<file path="config.mk">
export PLATFORM = sky130hd
export DESIGN_NAME = asoi_top
export DESIGN_NICKNAME = d
export VERILOG_FILES = /design/src/asoi_pkg.sv /design/src/asoi_sync.sv /design/src/asoi_top.sv
export SDC_FILE = /design/constraint.sdc
export NUM_CORES = 1
export LEC_CHECK = 0
export ABC_CLOCK_PERIOD_IN_PS = 4570
export BUFFER_PORTS_ARGS = -buffer_cell sky130_fd_sc_hd__buf_2
export CAP_MARGIN = 20
export CELL_PAD_IN_SITES_DETAIL_PLACEMENT = 1
export CELL_PAD_IN_SITES_GLOBAL_PLACEMENT = 2
export CORE_ASPECT_RATIO = 2
export CORE_MARGIN = 4
export CORE_UTILIZATION = 35
export CTS_CLUSTER_DIAMETER = 80
export DETAILED_ROUTE_END_ITERATION = 8
export PLACE_DENSITY = 0.77
export SYNTH_ARGS = -nofsm -noshare
export SYNTH_HDL_FRONTEND = slang
export SYNTH_SLANG_ARGS = --single-unit
</file>
<file path="constraint.sdc">
create_clock -name clk -period 4.57 [get_ports clk]
set_clock_uncertainty 0.15 [all_clocks]
set_input_delay 0.457 -clock clk [delete_from_list [all_inputs] [get_ports clk]]
set_output_delay 0.457 -clock clk [all_outputs]
set_load 0.02 [all_outputs]
</file>
<file path="src/asoi_pkg.sv">
package asoi_pkg;
	// ***************************************************
	// word format and pipeline geometry
	// ***************************************************
	localparam int ASOI_WIDTH = 12;
	localparam int ASOI_LATENCY = 7;
	localparam logic [2:0] ASOI_FILL_FULL = 3'h7;
	localparam logic [2:0] ASOI_FILL_ZERO = 3'h0;
	localparam logic [2:0] ASOI_FILL_STEP = 3'h1;
	localparam logic [11:0] ASOI_MSB_MASK = 12'h800;
	localparam logic [11:0] ASOI_WORD_ZERO = 12'h000;
	localparam logic [11:0] ASOI_CODE_BELOW_MID = 12'h7ff;
	localparam logic [11:0] ASOI_CODE_MID = 12'h800;
	// ***************************************************
	// select pin level codes (level 0 is the lowest voltage)
	// ***************************************************
	localparam int ASOI_SEL_W = 2;
	localparam int ASOI_CSEL_FMT_BIT = 0; // set: two's complement
	localparam int ASOI_CSEL_DIFF_BIT = 1; // set: differential clock
	localparam logic [1:0] ASOI_PWR_LVL_ON = 2'h0; // ground
	localparam logic [1:0] ASOI_PWR_LVL_SLEEP = 2'h1; // half supply
	localparam logic [1:0] ASOI_PWR_LVL_DOWN = 2'h2; // supply
	localparam logic [1:0] ASOI_PWR_LVL_DOWN2 = 2'h3; // above half counts as high
	typedef enum logic [1:0] {ASOI_PWR_ON, ASOI_PWR_SLEEP, ASOI_PWR_DOWN} asoi_pwr_t;
	// output coding from the raw offset binary code
	function automatic logic [11:0] asoi_code(input logic [11:0] raw, input logic twos);
		asoi_code = twos ? (raw ^ ASOI_MSB_MASK) : raw;
	endfunction
endpackage

</file>
<file path="src/asoi_sync.sv">
`timescale 1ns/10ps
// two flop synchroniser for levels from outside the clk domain
module asoi_sync import asoi_pkg::*; #(
	parameter int W = 1
) (
	// clock and reset
	input wire logic clk,
	input wire logic sys_rst,
	// level in and out
	input wire logic [W-1:0] d,
	output logic [W-1:0] q
);
	logic [W-1:0] meta_reg;
	logic [W-1:0] q_reg;
	// first stage feeds only the second stage
	always_ff @(posedge clk or posedge sys_rst) begin
		if (sys_rst) begin
			meta_reg <= '0;
			q_reg <= '0;
		end else begin
			meta_reg <= d;
			q_reg <= meta_reg;
		end
	end
	assign q = q_reg;
endmodule

</file>
<file path="src/asoi_top.sv">
`timescale 1ns/10ps
// Contract
// - Each result is a 12-bit parallel word, with a strobe toggling at the clock rate.
// - A new sample is taken on every falling edge of the converter clock.
// - A sample's word is driven on the strobe fall seven clock cycles after it was taken.
// - Power-state pin high is power-down, half supply is sleep, ground is normal operation.
// - The output word changes only after a falling edge of the converter clock.
// - In offset binary the code passes from 2047 to 2048 where the input crosses zero.
// - Every output code can be reached; no code is ever absent.
// - Mid, negative and positive full scale map to the fixed codes of each coding.
// - In power-down or sleep the word is undefined and the pipeline contents are lost.
module asoi_top import asoi_pkg::*; (
	// clock and reset
	input wire logic clk,
	input wire logic sys_rst,
	// converter clock and raw quantiser code (offset binary)
	input wire logic conv_clk,
	input wire logic [ASOI_WIDTH-1:0] raw_code,
	// select pins, as level codes
	input wire logic [ASOI_SEL_W-1:0] clock_and_format_select,
	input wire logic [ASOI_SEL_W-1:0] power_state_select,
	// output word and strobe
	output logic [ASOI_WIDTH-1:0] data_out,
	output logic output_strobe,
	output logic word_valid,
	// analog side controls
	output logic core_enable,
	output logic ref_buffer_enable,
	output logic clock_differential
);
	// ***************************************************
	// input synchronisers
	// ***************************************************
	logic ck_s;
	logic [ASOI_WIDTH-1:0] raw_s;
	logic [ASOI_SEL_W-1:0] csel_s;
	logic [ASOI_SEL_W-1:0] psel_s;
	asoi_sync #(.W(1)) u_ck (.clk(clk), .sys_rst(sys_rst), .d(conv_clk), .q(ck_s));
	// the code word is held steady around each converter fall and passes the same two
	// stages as that clock, so a detected fall never meets a word in motion
	asoi_sync #(.W(ASOI_WIDTH)) u_raw (.clk(clk), .sys_rst(sys_rst), .d(raw_code), .q(raw_s));
	asoi_sync #(.W(ASOI_SEL_W)) u_csel (.clk(clk), .sys_rst(sys_rst),
		.d(clock_and_format_select), .q(csel_s));
	asoi_sync #(.W(ASOI_SEL_W)) u_psel (.clk(clk), .sys_rst(sys_rst),
		.d(power_state_select), .q(psel_s));

	// ***************************************************
	// mode decode
	// ***************************************************
	logic ck_d_reg;
	logic ck_fall;
	logic twos;
	asoi_pwr_t pwr_reg;
	asoi_pwr_t pwr_next;
	logic run;
	// edge found on the second sync stage, never the first
	assign ck_fall = ck_d_reg & ~ck_s;
	assign twos = csel_s[ASOI_CSEL_FMT_BIT];
	assign clock_differential = csel_s[ASOI_CSEL_DIFF_BIT];
	assign run = (pwr_reg == ASOI_PWR_ON);

	// power state from the three-level pin
	always_comb begin
		case (psel_s)
			ASOI_PWR_LVL_ON: pwr_next = ASOI_PWR_ON;
			ASOI_PWR_LVL_SLEEP: pwr_next = ASOI_PWR_SLEEP;
			ASOI_PWR_LVL_DOWN: pwr_next = ASOI_PWR_DOWN;
			ASOI_PWR_LVL_DOWN2: pwr_next = ASOI_PWR_DOWN;
			default: pwr_next = ASOI_PWR_DOWN;
		endcase
	end
	// reference buffer stays up in sleep for the faster wake
	assign core_enable = run;
	assign ref_buffer_enable = (pwr_reg != ASOI_PWR_DOWN);

	// ***************************************************
	// seven stage pipeline
	// ***************************************************
	logic [ASOI_WIDTH-1:0] pipe_reg [ASOI_LATENCY];
	logic [ASOI_WIDTH-1:0] data_reg;
	logic strobe_reg;
	logic valid_reg;
	logic [2:0] fill_reg;

	always_ff @(posedge clk or posedge sys_rst) begin
		if (sys_rst) begin
			ck_d_reg <= 1'b0;
			pwr_reg <= ASOI_PWR_DOWN;
		end else begin
			ck_d_reg <= ck_s;
			pwr_reg <= pwr_next;
		end
	end

	// one sample per converter fall; sleep or power-down flushes everything
	always_ff @(posedge clk or posedge sys_rst) begin
		if (sys_rst) begin
			for (int i = 0; i < ASOI_LATENCY; i++) pipe_reg[i] <= ASOI_WORD_ZERO;
		end else if (!run) begin
			for (int i = 0; i < ASOI_LATENCY; i++) pipe_reg[i] <= ASOI_WORD_ZERO;
		end else if (ck_fall) begin
			pipe_reg[0] <= raw_s;
			for (int i = 1; i < ASOI_LATENCY; i++) pipe_reg[i] <= pipe_reg[i-1];
		end
	end

	// word and strobe move together, so the word changes on the strobe fall
	always_ff @(posedge clk or posedge sys_rst) begin
		if (sys_rst) begin
			data_reg <= ASOI_WORD_ZERO;
			strobe_reg <= 1'b0;
		end else if (!run) begin
			data_reg <= ASOI_WORD_ZERO;
			strobe_reg <= 1'b0;
		end else begin
			strobe_reg <= ck_s;
			if (ck_fall) begin
				data_reg <= asoi_code(pipe_reg[ASOI_LATENCY-1], twos);
			end
		end
	end

	// valid only once a full pipeline of fresh samples has emerged
	always_ff @(posedge clk or posedge sys_rst) begin
		if (sys_rst) begin
			fill_reg <= ASOI_FILL_ZERO;
			valid_reg <= 1'b0;
		end else if (!run) begin
			fill_reg <= ASOI_FILL_ZERO;
			valid_reg <= 1'b0;
		end else if (ck_fall) begin
			if (fill_reg != ASOI_FILL_FULL) fill_reg <= fill_reg + ASOI_FILL_STEP;
			valid_reg <= (fill_reg == ASOI_FILL_FULL);
		end
	end

	assign data_out = data_reg;
	assign output_strobe = strobe_reg;
	assign word_valid = valid_reg;

	// ***************************************************
	// recovery tracking for the checks below
	// ***************************************************
	// falls seen since the last return to normal, saturating just past the pipeline depth
	int wake_falls_reg;

	always_ff @(posedge clk or posedge sys_rst) begin
		if (sys_rst) begin
			wake_falls_reg <= '0;
		end else if (!run) begin
			wake_falls_reg <= '0;
		end else if (ck_fall && wake_falls_reg <= ASOI_LATENCY) begin
			wake_falls_reg <= wake_falls_reg + ASOI_FILL_STEP;
		end
	end
endmodule

</file>
==> flow_metrics.py <==
metrics = {
    "outcome": {
        "outcome": "completed",
    },
    "yosys": {
        "synthDominantCellAreaShare": 0.747,
        "synth_common_cells": "dfrtp_1, a22o_1, buf_2",
        "ys.flop_type": "dfrtp_1",
        "ys_seq_elements": 138,
        "syn_nets": 301,
        "netlist_area_sq_um": 4590,
        "synthMostInstantiatedCell": "dfrtp_1",
        "synth-edff-count": 0,
        "synth_warnings": 0,
        "yosysTopAreaCell": "dfrtp_1",
        "synth.area.top_cells": "dfrtp_1, a22o_1, buf_2",
        "synthCells": 280,
        "async_flop_share": 1.00,
        "synth.avg_cell_area_sq_um": 16.4,
        "synth_cell_type_count": 22,
        "ys_seq_area_frac": 0.753,
    },
    "detailed_routing": {
        "wl_met2_um": 3480,
        "postRouteAntennaNets": 0,
        "drc_errors": 0,
        "drt_wl_total_um": 7280,
        "drtPass1Iterations": 4,
        "dr.max_layer_used": "met4",
        "vias": 2475,
        "met1Wirelength_um": 3350,
        "viasPerCell": 5.01,
        "wl_per_cell_um": 14.7,
        "wl_met3_um": 292,
        "initialDrtViolationCount": 132,
    },
    "clock_tree": {
        "clock_latency_ns": 0.41,
        "max-clock-path-buffers": 2,
        "clkSlewWorstSetupHoldPaths_ns": 0.06,
        "cts_setup_buffers": 0,
        "cts_tree": "done",
        "ctsHtreeMaxLevel": 4,
        "post_cts_resized": 0,
        "cts_sinks": 138,
        "cts_root_buf": "clkbuf_16",
        "cts_buffers": 17,
        "holdBufCountCts": 17,
    },
    "worst_setup_path": {
        "path_max_fanout": 96,
        "cp_top_family": "buffers and inverters",
        "crit_arrival_ns": 2.41,
        "slowest_stage": "buf_4",
        "setup.worst_path.class": "reg2reg",
        "cp_data_required_time_ns": 4.76,
        "cp-start-kind": "flop",
        "path_buf_inv": 1,
        "endpoint_kind": "flop",
        "slowest_delay_ns": 0.73,
        "crit_chain": "or2_1, a21oi_4, buf_4, a22o_1",
    },
    "place": {
        "dp_hpwl_um": 3730,
        "io_buffer_count": 35,
        "placed_cells": 445,
        "gp_congestion": 0.638,
        "placedInstanceArea_sq_um": 4850,
    },
    "sta": {
        "fmax_mhz": 451,
        "hold_viol": 0,
        "min_period_ns": 2.22,
        "slew-limit-headroom": 0.366,
        "setup_viol": 0,
        "worst_pin_slew_ns": 0.951,
        "drv_slew": 0,
        "fin_setup_tns_ns": 0,
        "rsz0062_at_grt": "false",
        "post-route-period-util": 0.486,
    },
    "pwr": {
        "peakVddDrop_mv": 0.316,
        "p_total_mw": 2.71,
        "leakagePower_nw": 2.78,
        "cellPowerDensity_nw_per_um2": 480,
    },
    "cells_and_area": {
        "nets": 353,
        "register_area_sq_um": 3450,
        "stdcell_area_sq_um": 5640,
        "nFillCells": 1232,
        "area_delta_synth_final_pct": 23.0,
        "layoutNonFillerInstCount": 494,
        "largest_reg_flops": 84,
        "diodes": 0,
        "final_util": 0.444,
        "drive_gt1_frac": 0.203,
        "multi_input_area_sq_um": 1000,
    },
    "global_routing": {
        "antenna_found_initial": 0,
        "track_usage": 0.112,
        "grt.overflow.total": 0,
        "grt_max_degree": 100,
        "grt_pass1_wl_um": 13000,
        "grt_pass1_vias": 2676,
    },
    "min_path": {
        "hp-class": "in2async",
    },
    "floorplanning": {
        "die_area_sq_um": 15100,
        "rows": 58,
        "start_util": 0.361,
        "io_pins": 36,
        "die_height_um": 170,
        "core_sq_um": 12700,
        "dieWidth_um": 89.0,
    },
    "run": {
        "drv_cap": 0,
    },
}
[per-stage QoR]
step	hold WS [ns]	setup slack [ns]
3_5_place_dp	0.186	2.31
4_1_cts	0.112	2.28
2_1_floorplan	0.181	0.268
3_3_place_gp	0.182	2.38
5_1_grt	0.156	2.20
6_report	0.0466	2.35
[placed cells by master, fill, tap and decap left out, types with 3 or more instances in the layout]
cell,n
a22o_1,96
buf_2,35
bufinv_16,3
clkbuf_1,3
clkbuf_16,17
clkbuf_8,3
clkinv_2,4
dfrtp_1,137
dlygate4sd3_1,17
nor2_1,3
[metal layers]
layer | global-route usage | up-vias
met5 | 0 | -
met4 | 0.0564 | 0
met3 | 0.0422 | 14
met2 | 0.162 | 42
met1 | 0.146 | 1281
li1 | - | 1138
[layout make-up]
class / count / share of cell area
Clock buffer: 23 / 0.0847
Clock inverter: 8 / 0.0208
Inverter: 3 / 0.00288
Multi-Input combinational cell: 117 / 0.177
Sequential cell: 138 / 0.612
Tap cell: 150 / 0.0333
Timing Repair Buffer: 55 / 0.0687
[power breakdown]
part | switching [mW] | leakage (nW) | internal [mW]
combinational | 0.0620 | 0.645 | 0.0276
clock | 0.470 | 0.293 | 0.894
sequential | 0.00854 | 1.84 | 1.25
total | 0.541 | 2.78 | 2.17
[worst reg2reg max path: stages (launching register included)]
cell,delay (ns)
dfrtp_1,0.38
or2_1,0.39
a21oi_4,0.17
buf_4,0.73
a22o_1,0.33
[final timing paths]
check / start / to / slack [ns] / cells past startpoint
setup / recovery: pwr_reg[0] / pipe_reg[58] / 2.35 / 4
hold / removal: sys_rst / u_psel.meta_reg[1] / 0.05 / 2
setup reg to reg: pwr_reg[0] / pipe_reg[58] / 2.35 / 4
hold reg to reg: u_ck.meta_reg / u_ck.q / 0.20 / 0
max in group asynchronous: sys_rst / pipe_reg[61] / 3.13 / 3
min in group clk: u_ck.meta_reg / u_ck.q / 0.20 / 0
[cells by family after synthesis]
group,count (synthesis),share of synthesized area
AOI/OAI and AO/OA,101,0.191
xor gates and xnor gates,2,0.00382
adders and majority gates,2,0.00545
buffers and inverters,25,0.0286
DFF,138,0.753
muxes,1,0.00218
and+or+nand+nor,11,0.0156
Note: power is estimated with default switching activity, not from simulation.
